<file path="src/logic/pcw_defines.svh">
// constants for the amplifier control-word decoder
// Operation
// - word is all zeros after power-up
// - each frame pushes old word down chain
// - parallel mode: gain pins, derived compensation
// - bits 2:0 choose fixed or external gain
// - fixed gains close internal, open external switch
// - code 111b opens internal, closes external
// - bits 5:3 give five compensation levels
// - serial compensation independent of gain
// - route bits 7:6, polarity bit 8
// - route 00b: differential, polarity swaps
// - route 01b: both inputs on one pin
// - route 1xb: pin divided, other to supply
// - bit 9 set means shutdown
// - parallel compensation table from gain code
// - shift register loads holding on select rise
// - shift register end drives serial output
// - parallel mode: gain, shutdown from pins
`ifndef PCW_DEFINES_SVH
`define PCW_DEFINES_SVH
`define PCW_WORD_W 16
`define PCW_RESET_WORD 16'h0000
`define PCW_GAIN_LSB 0
`define PCW_COMP_LSB 3
`define PCW_ROUTE_LSB 6
`define PCW_POL_BIT 8
`define PCW_POWER_DOWN_BIT 9
`define PCW_GAIN_EXT 3'h7
`define PCW_COMP_HIGH 3'h4
`define PCW_SYNC_W 8
`define PCW_SYNC_INIT 8'h03
`define PCW_SYNC_SCK 0
`define PCW_SYNC_CSN 1
`define PCW_SYNC_SDI 2
`define PCW_SYNC_PAR 3
`define PCW_SYNC_PDN 4
`define PCW_SYNC_GAIN 5
`endif

</file>
<file path="src/logic/pcw_pkg.sv">
// types of the amplifier control-word decoder
package pcw_pkg;
  typedef enum logic [1:0] {
    PCW_IDLE = 2'h1,
    PCW_FRAME = 2'h2
  } pcw_state_t;
  typedef enum logic [1:0] {
    PCW_ROUTE_DIFF = 2'h0,
    PCW_ROUTE_SHORT = 2'h1,
    PCW_ROUTE_POS_DIV = 2'h2,
    PCW_ROUTE_NEG_DIV = 2'h3
  } pcw_route_t;
endpackage

</file>
<file path="src/logic/pcw_sync.sv">
// two-flop synchroniser bank for the pin inputs
`timescale 1ns/1ns
`include "pcw_defines.svh"
module pcw_sync (
  // clock and reset
  input wire logic clk_sys,
  input wire logic reset,
  // pins and synchronised copies
  input wire logic [`PCW_SYNC_W-1:0] async_in,
  output logic [`PCW_SYNC_W-1:0] sync_out
);
  logic [`PCW_SYNC_W-1:0] stage1;
  logic [`PCW_SYNC_W-1:0] next_stage1;
  logic [`PCW_SYNC_W-1:0] next_sync_out;
  localparam logic [`PCW_SYNC_W-1:0] INIT = `PCW_SYNC_INIT;

  genvar i;
  generate
    for (i = 0; i < `PCW_SYNC_W; i++) begin : g_bit
      // reset value keeps select and clock idle high, so no false frame
      always_comb begin
        next_stage1[i] = reset ? INIT[i] : async_in[i];
        next_sync_out[i] = reset ? INIT[i] : stage1[i];
      end
    end
  endgenerate

  always_ff @(posedge clk_sys) begin
    stage1 <= next_stage1;
    sync_out <= next_sync_out;
  end
endmodule

</file>
<file path="src/logic/pcw_top.sv">
// control-word shift, hold and switch decode of the programmable amplifier
`timescale 1ns/1ns
`include "pcw_defines.svh"
module pcw_top (
  // clock and reset
  input wire logic clk_sys,
  input wire logic reset,
  // serial link pins
  input wire logic serial_clk,
  input wire logic chip_select_n,
  input wire logic serial_in,
  output logic serial_out,
  // parallel mode pins
  input wire logic parallel_mode,
  input wire logic [2:0] gain_pins,
  input wire logic power_down_pin,
  // gain and compensation
  output logic [2:0] gain_code,
  output logic [2:0] comp_level,
  output logic internal_gain_switch,
  output logic external_feedback_switch,
  // input switch network
  output logic inp_to_pos_pin,
  output logic inp_to_neg_pin,
  output logic inn_to_pos_pin,
  output logic inn_to_neg_pin,
  output logic inp_to_vneg,
  output logic inn_to_vneg,
  output logic div50_enable,
  // power state
  output logic power_down
);
  logic [`PCW_SYNC_W-1:0] pins_s;
  logic sck_s;
  logic csn_s;
  logic sdi_s;
  logic par_s;
  logic pdn_s;
  logic [2:0] gain_s;
  logic sck_prev;
  logic next_sck_prev;
  logic sck_rise;
  logic cs_rise;
  pcw_pkg::pcw_state_t state;
  pcw_pkg::pcw_state_t next_state;
  logic [`PCW_WORD_W-1:0] shift_word;
  logic [`PCW_WORD_W-1:0] next_shift_word;
  logic [`PCW_WORD_W-1:0] amplifier_control_word;
  logic [`PCW_WORD_W-1:0] next_control_word;
  logic next_serial_out;
  logic [2:0] next_gain_code;
  logic [2:0] next_comp_level;
  logic next_int_sw;
  logic next_ext_sw;
  logic [6:0] next_route_sw;
  logic next_power_down;
  pcw_pkg::pcw_route_t route;
  logic polarity_invert;

  pcw_sync u_sync (
    .clk_sys(clk_sys),
    .reset(reset),
    .async_in({gain_pins, power_down_pin, parallel_mode, serial_in, chip_select_n,
      serial_clk}),
    .sync_out(pins_s)
  );

  assign sck_s = pins_s[`PCW_SYNC_SCK];
  assign csn_s = pins_s[`PCW_SYNC_CSN];
  assign sdi_s = pins_s[`PCW_SYNC_SDI];
  assign par_s = pins_s[`PCW_SYNC_PAR];
  assign pdn_s = pins_s[`PCW_SYNC_PDN];
  assign gain_s = pins_s[`PCW_SYNC_GAIN +: 3];

  // five levels: the low bits do not matter once the top bit is set
  function automatic logic [2:0] norm_comp(input logic [2:0] c);
    norm_comp = c[2] ? `PCW_COMP_HIGH : c;
  endfunction

  // compensation picked from the gain code when pins drive the gain
  function automatic logic [2:0] derive_comp(input logic [2:0] g);
    case (g)
      3'h0, 3'h1: derive_comp = 3'h0;
      3'h2: derive_comp = 3'h1;
      3'h3, 3'h4: derive_comp = 3'h2;
      3'h5, 3'h6: derive_comp = 3'h3;
      default: derive_comp = `PCW_COMP_HIGH;
    endcase
  endfunction

  assign sck_rise = sck_s && !sck_prev;
  assign cs_rise = (state == pcw_pkg::PCW_FRAME) && csn_s;

  // frame tracking and shifting
  always_comb begin
    next_sck_prev = sck_s;
    next_state = state;
    next_shift_word = shift_word;
    next_control_word = amplifier_control_word;
    case (state)
      pcw_pkg::PCW_IDLE: begin
        if (!csn_s) begin
          next_state = pcw_pkg::PCW_FRAME;
        end
      end
      pcw_pkg::PCW_FRAME: begin
        if (csn_s) begin
          next_state = pcw_pkg::PCW_IDLE;
          next_control_word = shift_word;
        end else if (sck_rise) begin
          next_shift_word = {shift_word[`PCW_WORD_W-2:0], sdi_s};
        end
      end
      default: begin
        next_state = pcw_pkg::PCW_IDLE;
      end
    endcase
    // the oldest bit leaves toward the next device in the chain
    next_serial_out = shift_word[`PCW_WORD_W-1];
    if (reset) begin
      next_state = pcw_pkg::PCW_IDLE;
      next_shift_word = `PCW_RESET_WORD;
      next_control_word = `PCW_RESET_WORD;
      next_serial_out = 1'b0;
      next_sck_prev = 1'b1;
    end
  end

  always_ff @(posedge clk_sys) begin
    sck_prev <= next_sck_prev;
    state <= next_state;
    shift_word <= next_shift_word;
    amplifier_control_word <= next_control_word;
    serial_out <= next_serial_out;
  end

  // switch decode, read from the holding word (gain and shutdown from the pins in parallel mode) so shifting never glitches it
  always_comb begin
    route = pcw_pkg::pcw_route_t'(amplifier_control_word[`PCW_ROUTE_LSB +: 2]);
    polarity_invert = amplifier_control_word[`PCW_POL_BIT];
    if (par_s) begin
      next_gain_code = gain_s;
      next_comp_level = derive_comp(gain_s);
      next_power_down = pdn_s;
    end else begin
      next_gain_code = amplifier_control_word[`PCW_GAIN_LSB +: 3];
      next_comp_level = norm_comp(amplifier_control_word[`PCW_COMP_LSB +: 3]);
      next_power_down = amplifier_control_word[`PCW_POWER_DOWN_BIT];
    end
    next_int_sw = next_gain_code != `PCW_GAIN_EXT;
    next_ext_sw = next_gain_code == `PCW_GAIN_EXT;
    // order: inp_pos, inp_neg, inn_pos, inn_neg, inp_vneg, inn_vneg, div50
    case (route)
      pcw_pkg::PCW_ROUTE_DIFF: next_route_sw = polarity_invert ? 7'h30 : 7'h48;
      pcw_pkg::PCW_ROUTE_SHORT: next_route_sw = polarity_invert ? 7'h28 : 7'h50;
      pcw_pkg::PCW_ROUTE_POS_DIV: next_route_sw = polarity_invert ? 7'h15 : 7'h43;
      pcw_pkg::PCW_ROUTE_NEG_DIV: next_route_sw = polarity_invert ? 7'h0D : 7'h23;
      default: next_route_sw = 7'h48;
    endcase
    if (reset) begin
      next_gain_code = 3'h0;
      next_comp_level = 3'h0;
      next_power_down = 1'b0;
      next_int_sw = 1'b1;
      next_ext_sw = 1'b0;
      next_route_sw = 7'h48;
    end
  end

  always_ff @(posedge clk_sys) begin
    gain_code <= next_gain_code;
    comp_level <= next_comp_level;
    power_down <= next_power_down;
    internal_gain_switch <= next_int_sw;
    external_feedback_switch <= next_ext_sw;
    {inp_to_pos_pin, inp_to_neg_pin, inn_to_pos_pin, inn_to_neg_pin, inp_to_vneg,
      inn_to_vneg, div50_enable} <= next_route_sw;
  end

  reset_word_a: assert property (@(posedge clk_sys) reset |=>
    amplifier_control_word == `PCW_RESET_WORD ##1 gain_code == 3'h0 && !power_down)
    else $error("control word not cleared by reset");

  chain_shift_a: assert property (@(posedge clk_sys) disable iff (reset)
    (state == pcw_pkg::PCW_FRAME && !csn_s && sck_rise) |=>
    shift_word == {$past(shift_word[`PCW_WORD_W-2:0]), $past(sdi_s)})
    else $error("shift register did not take serial bit");

  par_gain_a: assert property (@(posedge clk_sys) disable iff (reset)
    par_s |=> gain_code == $past(gain_s) && comp_level == derive_comp($past(gain_s)))
    else $error("parallel gain or compensation wrong");

  gain_switch_a: assert property (@(posedge clk_sys) disable iff (reset)
    ##1 internal_gain_switch == (gain_code != `PCW_GAIN_EXT) &&
    external_feedback_switch == !internal_gain_switch)
    else $error("gain switches disagree with gain code");

  serial_comp_a: assert property (@(posedge clk_sys) disable iff (reset)
    !par_s |=> comp_level == norm_comp($past(amplifier_control_word[`PCW_COMP_LSB +: 3])))
    else $error("serial compensation not from stored field");

  route_diff_a: assert property (@(posedge clk_sys) disable iff (reset)
    amplifier_control_word[`PCW_POL_BIT:`PCW_ROUTE_LSB] == 3'h0 |=>
    inp_to_pos_pin && inn_to_neg_pin && !div50_enable && !inp_to_vneg)
    else $error("normal differential routing wrong");

  route_div_a: assert property (@(posedge clk_sys) disable iff (reset)
    amplifier_control_word[`PCW_ROUTE_LSB + 1] |=>
    div50_enable && (inp_to_vneg != inn_to_vneg))
    else $error("divided routing wrong");

  // the input left on a pin must be the one not tied to the supply
  div_polarity_a: assert property (@(posedge clk_sys) disable iff (reset)
    amplifier_control_word[`PCW_ROUTE_LSB + 1] |=>
    inp_to_vneg == $past(amplifier_control_word[`PCW_POL_BIT]) &&
    (inp_to_pos_pin || inp_to_neg_pin) == !inp_to_vneg)
    else $error("divided routing polarity wrong");

  shutdown_a: assert property (@(posedge clk_sys) disable iff (reset)
    !par_s |=> power_down == $past(amplifier_control_word[`PCW_POWER_DOWN_BIT]))
    else $error("shutdown bit not applied");

  load_hold_a: assert property (@(posedge clk_sys) disable iff (reset)
    cs_rise |=> amplifier_control_word == $past(shift_word))
    else $error("holding word not loaded on select rise");

  hold_stable_a: assert property (@(posedge clk_sys) disable iff (reset)
    !cs_rise |=> $stable(amplifier_control_word))
    else $error("holding word changed outside select rise");

  serial_out_a: assert property (@(posedge clk_sys) disable iff (reset)
    1'b1 |=> serial_out == $past(shift_word[`PCW_WORD_W-1]))
    else $error("serial output not shift register end");
endmodule

</file>
<file path="config.mk">
export PLATFORM = sky130hd
export DESIGN_NAME = pcw_top
export DESIGN_NICKNAME = d
export VERILOG_FILES = /design/src/logic/pcw_pkg.sv /design/src/logic/pcw_sync.sv /design/src/logic/pcw_top.sv
export VERILOG_INCLUDE_DIRS = /design/src /design/src/logic
export SDC_FILE = /design/constraint.sdc
export NUM_CORES = 1
export LEC_CHECK = 0
export BUFFER_PORTS_ARGS = -buffer_cell sky130_fd_sc_hd__buf_4
export CORE_MARGIN = 2
export CORE_UTILIZATION = 60
export CTS_CLUSTER_DIAMETER = 200
export CTS_CLUSTER_SIZE = 12
export DETAILED_ROUTE_END_ITERATION = 10
export GPL_TIMING_DRIVEN = 0
export PLACE_DENSITY = 0.82
export SYNTH_ARGS = -nofsm -noshare
export SYNTH_HDL_FRONTEND = slang
export SYNTH_HIERARCHICAL = 1
export SYNTH_SLANG_ARGS = --single-unit
</file>
<file path="constraint.sdc">
create_clock -name clk_sys -period 3.2 [get_ports clk_sys]
set_input_delay 0.64 -clock clk_sys [delete_from_list [all_inputs] [get_ports clk_sys]]
set_output_delay 0.64 -clock clk_sys [all_outputs]
set_load 0.01 [all_outputs]
</file>
Yosys cells after proc, flatten, opt, wreduce, memory -nomap -nowiden
Cells that the tools add are included.
{ "totals": {"regBits": 62, "input_bits": 10, "wordCells": 58} }
{ "classes": {"n_eq_ne": 15, "n_mux": 13, "bitwise": 1, "reduce_logical": 10} }
{ "op_table": {"columns": ["operator", "count"], "rows": [
  ["$pmux 7 s4", 1],
  ["$mux 7", 3],
  ["$eq 3x3->1 const B", 4],
  ["$pmux 3 s4", 1],
  ["$mux 3", 3],
  ["$eq 2x2->1 const B", 3],
  ["$eq 3x2->1 const B", 2],
  ["$mux 6", 1],
  ["$reduce_or 2->1", 3],
  ["$eq 2x1->1 const B", 2],
  ["$mux 2", 2],
  ["$pmux 2 s2", 1],
  ["$reduce_and 2->1", 2],
  ["$eq 3x1->1 const B", 1],
  ["$logic_not 3->1", 1],
  ["$ne 3x3->1 const B", 1],
  ["$reduce_and 3->1", 1],
  ["$logic_not 2->1", 1],
  ["$ne 2x1->1 const B", 1],
  ["$ne 2x2->1 const B", 1],
  ["$logic_and 1x1->1", 1],
  ["$logic_not 1->1", 1],
  ["$mux 1", 1],
  ["$not 1->1", 1]
]} }

Longest topological paths before layout
Gate-level depths: netlist (run 1).
{ "logic_depth": {"word_depth": 4, "mapped_depth": 5} }

By module
Netlist (run 1), hierarchy kept.
{ "by_module_without_submodules": {"columns": ["module", "instances", "cells_each", "area_each_um2"], "rows": [
  ["pcw_top", 1, 153, 1666.6],
  ["pcw_sync", 1, 33, 439.2]
]} }

Worst setup path before layout (run 1)
OpenSTA, ideal clock, no wires.
{ "synth_timing": {"path_type": "input-to-reg", "start": "input reset", "end": "register state[0]", "setup_ns": 0.137, "arrival_ns": 1.218, "required_ns": 3.063, "path_slack_ns": 1.845, "stages": 2, "cell_sequence": "clkbuf_1 > or3_2"} }
{ "synth_rtl": {"columns": ["item", "line", "text"], "rows": [
  ["start, declared", "pcw_top.sv:7", "input wire logic reset,"],
  ["end signal, assigned", "pcw_top.sv:131", "state <= next_state;"],
  ["end, declared", "pcw_top.sv:44", "pcw_pkg::pcw_state_t state;"]
]} }
No word-level cell between the ends.

Final worst setup path (run 1)
{ "layout_timing": {"start": "register comp_level[0]", "end": "output comp_level[0]"} }
{ "layout_rtl": {"columns": ["item", "line", "text"], "rows": [
  ["start, declared", "pcw_top.sv:19", "output logic [2:0] comp_level,"],
  ["start signal, assigned", "pcw_top.sv:172", "comp_level <= next_comp_level;"]
]} }
No word-level cell between the ends.

==> results of run 1 <==
-- layout make-up --
| cell class | count | area [µm²] | share of cell area [%] |
|---|---|---|---|
| Sequential cell | 62 | 1240 | 49.3 |
| Multi-Input combinational cell | 111 | 777 | 30.9 |
| Clock buffer | 12 | 88.8 | 3.53 |
| Timing Repair Buffer | 26 | 195 | 7.75 |
| Tap cell | 46 | 57.6 | 2.29 |
| Inverter | 3 | 11.3 | 0.447 |
| Clock inverter | 4 | 70.1 | 2.78 |
| Buffer | 10 | 76.3 | 3.03 |
-- kinds of logic after synthesis --
| family | Yosys count | synth area share [%] |
|---|---|---|
| AND/OR/NAND/NOR | 70 | 19.0 |
| flip-flops | 62 | 58.9 |
| multiplexers | 32 | 15.3 |
| buffers and inverters | 13 | 4.16 |
| AO/OA/AOI/OAI | 8 | 2.26 |
| XOR/XNOR | 1 | 0.416 |
-- flip-flops by register name, indices dropped and copies added, names as in the netlist, 2 cells and up --
name / count
gain_code: 3
comp_level: 3
amplifier_control_word: 10
shift_word: 16
state: 2
u_sync/stage1: 8
u_sync/sync_out: 8
-- where the power goes --
group | internal [mW] | leakage (nW) | switching (mW)
clock network | 0.337 | 0.0870 | 0.262
registers | 0.782 | 0.503 | 0.00566
logic | 0.0223 | 0.480 | 0.0170
total | 1.14 | 1.07 | 0.284
-- per-layer routing --
layer | GRT usage (%) | vias to the layer above
met5 | 0 | -
met4 | 11.4 | 0
met3 | 6.96 | 10
met2 | 31.6 | 34
met1 | 20.0 | 633
li1 | - | 686
-- worst paths after layout --
check	cells after the start	slack, ns	start	endpoint
setup / recovery	1	1.72	comp_level[0]	comp_level[0]
hold reg to reg	1	0.42	u_sync/stage1[0]	u_sync/sync_out[0]
setup reg to reg	5	1.96	u_sync/sync_out[1]	shift_word[7]
hold / removal	2	0.42	chip_select_n	u_sync/stage1[1]
-- synthesized netlist by cell type --
library cell  number  area [µm²]
dfxtp_1           62        1240
mux2i_1           31         310
nand2b_1          18         113
nor2_1            17        63.8
nor2b_1            8        50.1
and2b_1            6        45.0
a21oi_1            4        20.0
nand2_1            4        15.0
or2_1              4        25.0
buf_2              3        15.0
inv_1              3        11.3
and2_1             2        12.5
buf_6              2        22.5
clkbuf_1           2        7.51
nand3_1            2        10.0
nand3b_1           2        15.0
or2_2              2        12.5
a211o_1            1        8.76
a211oi_1           1        7.51
a31oi_1            1        6.26
and4b_1            1        10.0
buf_1              1        3.75
buf_12             1        20.0
buf_4              1        7.51
mux2_2             1        11.3
nand4_1            1        6.26
nand4b_1           1        8.76
nor3_1             1        5.00
o21ai_0            1        5.00
or3_2              1        7.51
xnor2_1            1        8.76
-- through the flow --
| stage | setup WS [ns] | cells | instance area, µm² | hold slack (ns) | total power, mW |
|---|---|---|---|---|---|
| after global placement | 1.57 | 258 | 2360 | 0.396 | 0.843 |
| final | 1.72 | 274 | 2520 | 0.421 | 1.43 |
| after global routing | 1.67 | 274 | 2520 | 0.413 | 1.48 |
| after floorplan | 1.84 | 186 | 2110 | 0.383 | 0.827 |
| after detailed placement | 1.55 | 258 | 2360 | 0.401 | 0.845 |
| after CTS | 1.71 | 274 | 2520 | 0.416 | 1.43 |
==> results.md, run 1 <==
* Status: finished, final reports clean
* Seq/Total Area, Yosys at 58.9%
* CP max stage cell: dfxtp_1
* VDD IR max at 0.399 mV
* Commonest non-fill, non-tap cell in the layout: dfxtp_1
* Uppermost routed layer: met4
* Pin count of the biggest net entering global routing at 12
* Hold Vio Cnt, Final at 0
* Iteration-0 DRC Markers at 60
* Crit path time final at 1.48 ns
* Endpoints failing setup at 0
* Max_slew headroom at 73.5%
* FMAX at 0.675 GHz
* Skew final at 0.00782 ns
* DRC viols at 0
* Metal-1 WL at 1440 µm
* Post-cts sizing count at 0
* Syn_area_per_cell at 11.3 µm²
* Mapped Cells at 186
* Total number of vias at 1363
* Core area at 3360 µm²
* Port bufs at 26
* Highest-count cells in the layout ignoring fill and taps: dfxtp_1, mux2i_1, buf_4, nand2b_1, nor2_1
* Clk sink count at 62
* Skew-Pair Late Insertion Delay at 0.40 ns
* Post-CTS setup buffers at 0
* Worst slew pin tran at 0.398 ns
* Worst Setup Start Kind: register
* Nets at 233
* Synthesized area at 2110 µm²
* Clk root buf: clkbuf_4
* Detailed placer's ending HPWL at 2360 µm
* Die Span X at 63.2 µm
* WL final at 3360 µm
* Longest Clk Path Bufs at 2
* Antenna diodes at 0
* Area growth from synthesis to layout at 19.5%
* Num rows at 21
* # hold bufs at CTS at 0
* Flops & latches, synth at 62
* Maximum level of the CTS H-tree at 3
* Crit path capture type: output pin
* Critical path buffer and inverter count at 1
* Delay-heaviest family, CP: flip-flops
* Clock transition at path regs at 0.10 ns
* Fill count at 253
* Metal2 WL at 1670 µm
* Syn Nets at 196
* Antenna viol nets, final at 0
* Crit-path cells: buf_4
* PwrDens at 566 nW/µm²
* GRT overflow at 0
* Initial Utilization at 62.6%
* Hold Crit Class: input pin to register
* Layout cells sized above 1 at 22.4%
* Vias per inst at 4.97
* Crit-path max cell delay at 0.31 ns
* CTS tree: done
* Maxcap violations at 0
* RSZ-0062 raised after global routing: no
* Number of buffers created by CTS at 9
* Worst Path Max Fanout at 1
* # IOs at 27
* Number of global-route vias before repair at 1309
* TritonRoute pass-1 iters at 4
* Wire per inst at 12.3 µm
* Final Util at 74.9%
* Slew Limit Fails at 0
* WP data required at 2.56 ns
* Synth Warn # at 6
* Die H at 63.2 µm
* CP arrival at 0.84 ns
* Final worst path period share at 46.3%
* Global-route wire length before repair at 5620 µm
* Tot GR Track Use at 18.8%
* Yosys cell types at 31
* WL met3 at 160 µm
* CP Class: register to output pin
* Pleak at 1.07 nW
* Initial antenna violation count at 0
* Setup TNS at 0 ns
* Die area at 4000 µm²
* Gp weighted congestion at 0.787
Note: power is estimated with default switching activity, not from simulation.
==> run 2: changes to the inputs <==
Settings changed: CORE_UTILIZATION 60 to 55, PLACE_DENSITY 0.82 to 0.76.
Clock period 3.2 ns to 1.5 ns, I/O delays scaled along.
==> results.md, run 2 (synthesis gave the netlist of run 1 again) <==
* Status: finished, final reports clean
* Post-CTS setup buffers at 0 (unchanged)
* WP data required at 1.74 ns (-0.82 ns)
* Die Span X at 65.9 µm (+4.2%)
* Max_slew headroom at 72.7% (-0.75 points)
* PwrDens at 1320 nW/µm² (+130%)
* RSZ-0062 raised after global routing: no
* Initial antenna violation count at 0 (unchanged)
* Global-route wire length before repair at 5500 µm (-2.2%)
* Area growth from synthesis to layout at 23.2%
* Worst slew pin tran at 0.409 ns (+0.0113 ns)
* GRT overflow at 0 (unchanged)
* Final worst path period share at 78.3%
* Global-route layer with the greatest usage: met2
* Setup TNS at 0 ns (unchanged)
* Fill count at 279 (+10%)
* CP Class: register to register
* Hold Slack at 0.149 ns (-0.272 ns)
* Wire per inst at 11.7 µm (-4.7%)
* Vias per inst at 4.80 (-3.6%)
* Max reg flops at 16 (unchanged)
* Maxcap violations at 0 (unchanged)
* Total number of vias at 1324 (-2.9%)
* Iteration-0 DRC Markers at 69 (+15%)
* # hold bufs at CTS at 0 (unchanged)
* TritonRoute pass-1 iters at 5 (+1)
* Skew-Pair Late Insertion Delay at 0.34 ns (-0.06 ns)
* Highest-count cells in the layout ignoring fill and taps: dfxtp_1, mux2i_1, buf_4, nand2b_1, nor2_1
* Cell Area, Placed at 2360 µm² (+0.11%)
* Nets at 233 (unchanged)
* Worst Path Max Fanout at 7 (+6)
* Number of global-route vias before repair at 1281 (-2.1%)
* Worst-case reg-to-reg path depth at 3 (-2)
* Worst hold stages at 2 (unchanged)
* Pleak at 1.10 nW (+3.0%)
* CTS tree: done
* FF-to-FF setup slack at 0.33 ns (-1.63 ns)
* Layout cells sized above 1 at 22.8% (+0.44 points)
* Antenna viol nets, final at 0 (unchanged)
* DRC viols at 0 (unchanged)
* Hold Vio Cnt, Final at 0 (unchanged)
* Clk root buf: clkbuf_8
* Detailed placer's ending HPWL at 2200 µm (-6.6%)
* Met1 usage at 19.1% (-0.90 points)
* Crit path time final at 1.17 ns
* CP arrival at 1.41 ns (+0.57 ns)
* Num rows at 22 (+4.8%)
* Biggest regs: shift_word: 16 flops, amplifier_control_word: 10 flops
* Skew final at 0.00973 ns (+0.00192 ns)
* Commonest non-fill, non-tap cell in the layout: dfxtp_1
* Die area at 4340 µm² (+8.5%)
* Number of buffers created by CTS at 9 (unchanged)
* Longest Clk Path Bufs at 2 (unchanged)
* FMAX at 0.851 GHz
* Pwr Total at 3.43 mW (+140%)
* Endpoints failing setup at 0 (unchanged)
* Clk sink count at 62 (unchanged)
* Worst Setup Start Kind: register
* Hold EP: u_sync/stage1[0]
* Met3 usage at 6.30% (-0.66 points)
* Biggest register: shift_word
* Core area at 3660 µm² (+8.9%)
* Worst r2r dst: comp_level[0]
* VDD IR max at 1.16 mV (+190%)
* Initial Utilization at 57.5% (-5.1 points)
* WL final at 3220 µm (-4.0%)
* Placed cells at 260 (+0.78%)
* Met2 Resource Use GR at 28.8% (-2.9 points)
* Maximum level of the CTS H-tree at 3 (unchanged)
* Crit path capture type: register
* Die H at 65.9 µm (+4.2%)
* Slew Limit Fails at 0 (unchanged)
* Tot GR Track Use at 17.7% (-1.1 points)
* Reg2reg start: u_sync/sync_out[5]
* Post-cts sizing count at 0 (unchanged)
* Design Area, Final at 2590 µm² (+3.1%)
* Port bufs at 26 (unchanged)
* Clock transition at path regs at 0.06 ns (-0.04 ns)
* Hold Startpoint: serial_clk
* Fin cells at 276 (+0.73%)
* Antenna diodes at 0 (unchanged)
* Pin count of the biggest net entering global routing at 12 (unchanged)
* Hold Crit Class: input pin to register
* # IOs at 27 (unchanged)
* Gp weighted congestion at 0.799 (+1.5%)
[run 2: changes by cell type in the layout (fill, tap and decap cells not counted), sizes merged]
| cell | delta |
|---|---|
| clkbuf | +1 |
| clkinv | -1 |
[run 2: per-stage QoR]
step	setup slack [ns]	utilization [%]
after floorplan	0.417	-
after global placement	0.177	64.5
after detailed placement	0.184	64.5
after CTS	0.305	70.9
after global routing	0.222	70.9
final	0.325	70.9
[run 2: critical path: stages, from the launching register on]
cell and delay (ns):
dfxtp_1 0.44, nand2_1 0.09, mux2_2 0.28, a211oi_1 0.27
[run 2: how the worst max path moves through the flow]
stage | start | endpoint | cells after the start
floorplan | u_sync/sync_out[1] | shift_word[10] | 5
global placement | reset | power_down | 4
detailed placement | reset | amplifier_control_word[9] | 4
CTS | u_sync/sync_out[1] | shift_word[15] | 5
global route | u_sync/sync_out[1] | shift_word[2] | 5
finish | u_sync/sync_out[5] | comp_level[0] | 3
[run 2: cell type report]
class / count / area, µm² / area share [%]
Buffer: 10 / 76.3 / 2.94
Tap cell: 48 / 60.1 / 2.31
Sequential cell: 62 / 1240 / 47.8
Timing Repair Buffer: 26 / 195 / 7.52
Multi-Input combinational cell: 111 / 777 / 29.9
Inverter: 3 / 11.3 / 0.434
Clock buffer: 13 / 169 / 6.51
Clock inverter: 3 / 65.1 / 2.51
[run 2: routing by layer]
metal  wire length (µm)  part of all wire, %
met5                  0                    0
met4                 89                  2.8
met3                163                  5.1
met2               1510                   47
met1               1460                   45
[run 2: power by group]
group          internal (mW)  switching, mW
combinational         0.0474         0.0358
clock                   1.07          0.598
sequential              1.67         0.0115
==> run 3: changes to the inputs <==
Settings changed: ABC_AREA from default to 1, CORE_UTILIZATION 55 to 56, PLACE_DENSITY 0.76 to 0.77.
Clock period 1.5 ns to 1.2 ns, I/O delays scaled along.
==> results.md, run 3 <==
* Status: finished, final reports clean
* Clock transition at path regs at 0.06 ns (about the same)
* Biggest register: shift_word
* Max_slew headroom at 64.4% (-8.4 points)
* CP max stage cell: dfxtp_1
* WP data required at 1.47 ns (-0.27 ns)
* FMAX at 0.894 GHz (+5.0%)
* Biggest regs: shift_word: 16 flops, amplifier_control_word: 10 flops
* Die area at 4440 µm² (+2.3%)
* Hold Vio Cnt, Final at 0 (unchanged)
* Synth Warn # at 6 (unchanged)
* Wire per inst at 10.3 µm (-12%)
* Longest Clk Path Bufs at 2 (unchanged)
* Max reg flops at 16 (unchanged)
* Highest-count cells in the layout ignoring fill and taps: nor2_1, dfxtp_1, inv_1, nand2_1, buf_4
* Syn_area_per_cell at 7.74 µm² (-32%)
* VDD IR max at 1.10 mV (-5.3%)
* TritonRoute pass-1 iters at 4 (-1)
* Worst Setup Start Kind: register
* DRC viols at 0 (unchanged)
* Worst slew pin tran at 0.535 ns (+0.125 ns)
* WL final at 3920 µm (+22%)
* Skew final at 0.00734 ns (-0.00239 ns)
* Maximum level of the CTS H-tree at 3 (unchanged)
* GRT overflow at 0 (unchanged)
* Die H at 66.6 µm (+1.2%)
* Design Area, Final at 2750 µm² (+6.1%)
* Nets at 337 (+45%)
* Slew Limit Fails at 0 (unchanged)
* Maxcap violations at 0 (unchanged)
* Initial antenna violation count at 0 (unchanged)
* Pleak at 1.30 nW (+18%)
* Tot GR Track Use at 20.5% (+2.8 points)
* Crit-path cells: nor2_4, nand2_2, nor2_4, buf_6, nor2_1, nor2_1
* Synthesized area at 2200 µm² (+4.3%)
* Skew-Pair Late Insertion Delay at 0.33 ns (about the same)
* Seq/Total Area, Yosys at 56.5% (-2.5 points)
* Iteration-0 DRC Markers at 86 (+25%)
* Crit path time final at 1.12 ns (-0.0554 ns)
* # IOs at 27 (unchanged)
* CTS tree: done
* Commonest non-fill, non-tap cell in the layout: nor2_1
* Top cells by count, synth: nor2_1, dfxtp_1, inv_1
* Async SR Flop Fraction at 0% (unchanged)
* Mapped Cells at 284 (+53%)
* Die Span X at 66.6 µm (+1.2%)
* Vias per inst at 4.73 (-1.4%)
* Number of global-route vias before repair at 1638 (+28%)
* Final Util at 74.1% (+3.2 points)
* Delay-heaviest family, CP: simple AND/OR/NAND/NOR gates
* Worst Path Max Fanout at 10 (+3)
* Most frequent cell after synthesis: nor2_1
* Crit path capture type: register
* Cell Area, Placed at 2450 µm² (+3.9%)
* Pwr Total at 4.32 mW (+26%)
* RSZ-0062 raised after global routing: yes
* Antenna viol nets, final at 0 (unchanged)
* Clk sink count at 62 (unchanged)
* Flops & latches, synth at 62 (unchanged)
* Hold Crit Class: input pin to register
* Top post-synthesis cells by area: dfxtp_1, nor2_1, inv_1, nand2_1, nand4_1
* # hold bufs at CTS at 0 (unchanged)
* Clk root buf: clkbuf_8
* Post-synth top area share at 56.5% (-2.5 points)
* Pin count of the biggest net entering global routing at 11 (-1)
* Layout cells sized above 1 at 18.7% (-4.1 points)
* Antenna diodes at 0 (unchanged)
* Port bufs at 26 (unchanged)
* Initial Utilization at 59.1% (+1.6 points)
* Yosys cell types at 19 (-39%)
* CP Class: register to register
* Final worst path period share at 93.3% (+15 points)
* Num rows at 22 (unchanged)
* Syn Nets at 294 (+50%)
* Detailed placer's ending HPWL at 2570 µm (+17%)
* Post-synth EDFFs at 0 (unchanged)
* CP arrival at 1.39 ns (-0.02 ns)
* Number of buffers created by CTS at 9 (unchanged)
* Synth area leader: dfxtp_1
* Endpoints failing setup at 0 (unchanged)
* Total number of vias at 1798 (+36%)
* Ys flop type: dfxtp_1
* Crit-path max cell delay at 0.38 ns (-0.06 ns)
* FF-to-FF setup slack at 0.08 ns (-0.24 ns)
* Area growth from synthesis to layout at 25.3%
* Gp weighted congestion at 0.768 (-3.9%)
* Core area at 3720 µm² (+1.5%)
* PwrDens at 1570 nW/µm² (+19%)
* Critical path buffer and inverter count at 1 (+1)
* Global-route wire length before repair at 6730 µm (+22%)
## run 3: logic make-up after synthesis
group | share of synthesized area [%]
AND/OR/NAND/NOR | 27.1
flip-flops | 56.5
buffers and inverters | 11.1
AO/OA/AOI/OAI | 5.35
## run 3: report_power, final
group	total, mW	internal, mW	switching [mW]
Clock	2.08	1.34	0.739
Sequential	2.11	2.09	0.0174
Combinational	0.134	0.0559	0.0778
Total	4.32	3.48	0.834
## run 3: worst min-delay path, stage by stage
cell	delay (ns)
buf_4	0.07
inv_1	0.03
nand2_1	0.05
## run 3: per-layer routing
layer | track usage [%] | up-vias | routed length (µm)
met3 | 6.59 | 13 | 189
met4 | 13.5 | 0 | 129
met2 | 33.4 | 33 | 1820
li1 | - | 951 | -
met1 | 22.9 | 801 | 1780
met5 | 0 | - | 0
## run 3: final cells by class
cell class                 count  area, µm²
clock buffer                  13        169
clock inverter                 3       65.1
fill                         305        962
sequential                    62       1240
timing repair buffer          33        248
inverter                      49        184
buffer                        10       60.1
multi-input combinational    162        727
tap                           48       60.1
## run 3: final timing paths
| path | from | to | cells after the start |
|---|---|---|---|
| worst min-delay path | serial_clk | u_sync/stage1[0] | 3 |
| worst max-delay path | u_sync/sync_out[1] | shift_word[9] | 6 |
| worst min register to register | u_sync/stage1[5] | u_sync/sync_out[5] | 2 |
| worst max register to register | u_sync/sync_out[1] | shift_word[9] | 6 |
## run 3: metrics by stage
step	setup TNS (ns)	instances	hold WS, ns	setup WS (ns)
2_1_floorplan	0	284	0.311	0.153
3_3_place_gp	-1.08	358	0.391	-0.109
3_5_place_dp	-1.40	358	0.392	-0.151
4_1_cts	0	376	0.0738	0.00861
5_1_grt	-0.0290	380	0.0895	-0.0123
6_report	0	380	0.0878	0.0808
## run 3: repair_timing
action | 4_1_cts | 5_1_grt
resized for setup | 4 | 4
pin swaps | 1 | 2
buffers inserted | 2 | 5
setup endpoints to repair | 20 | 22
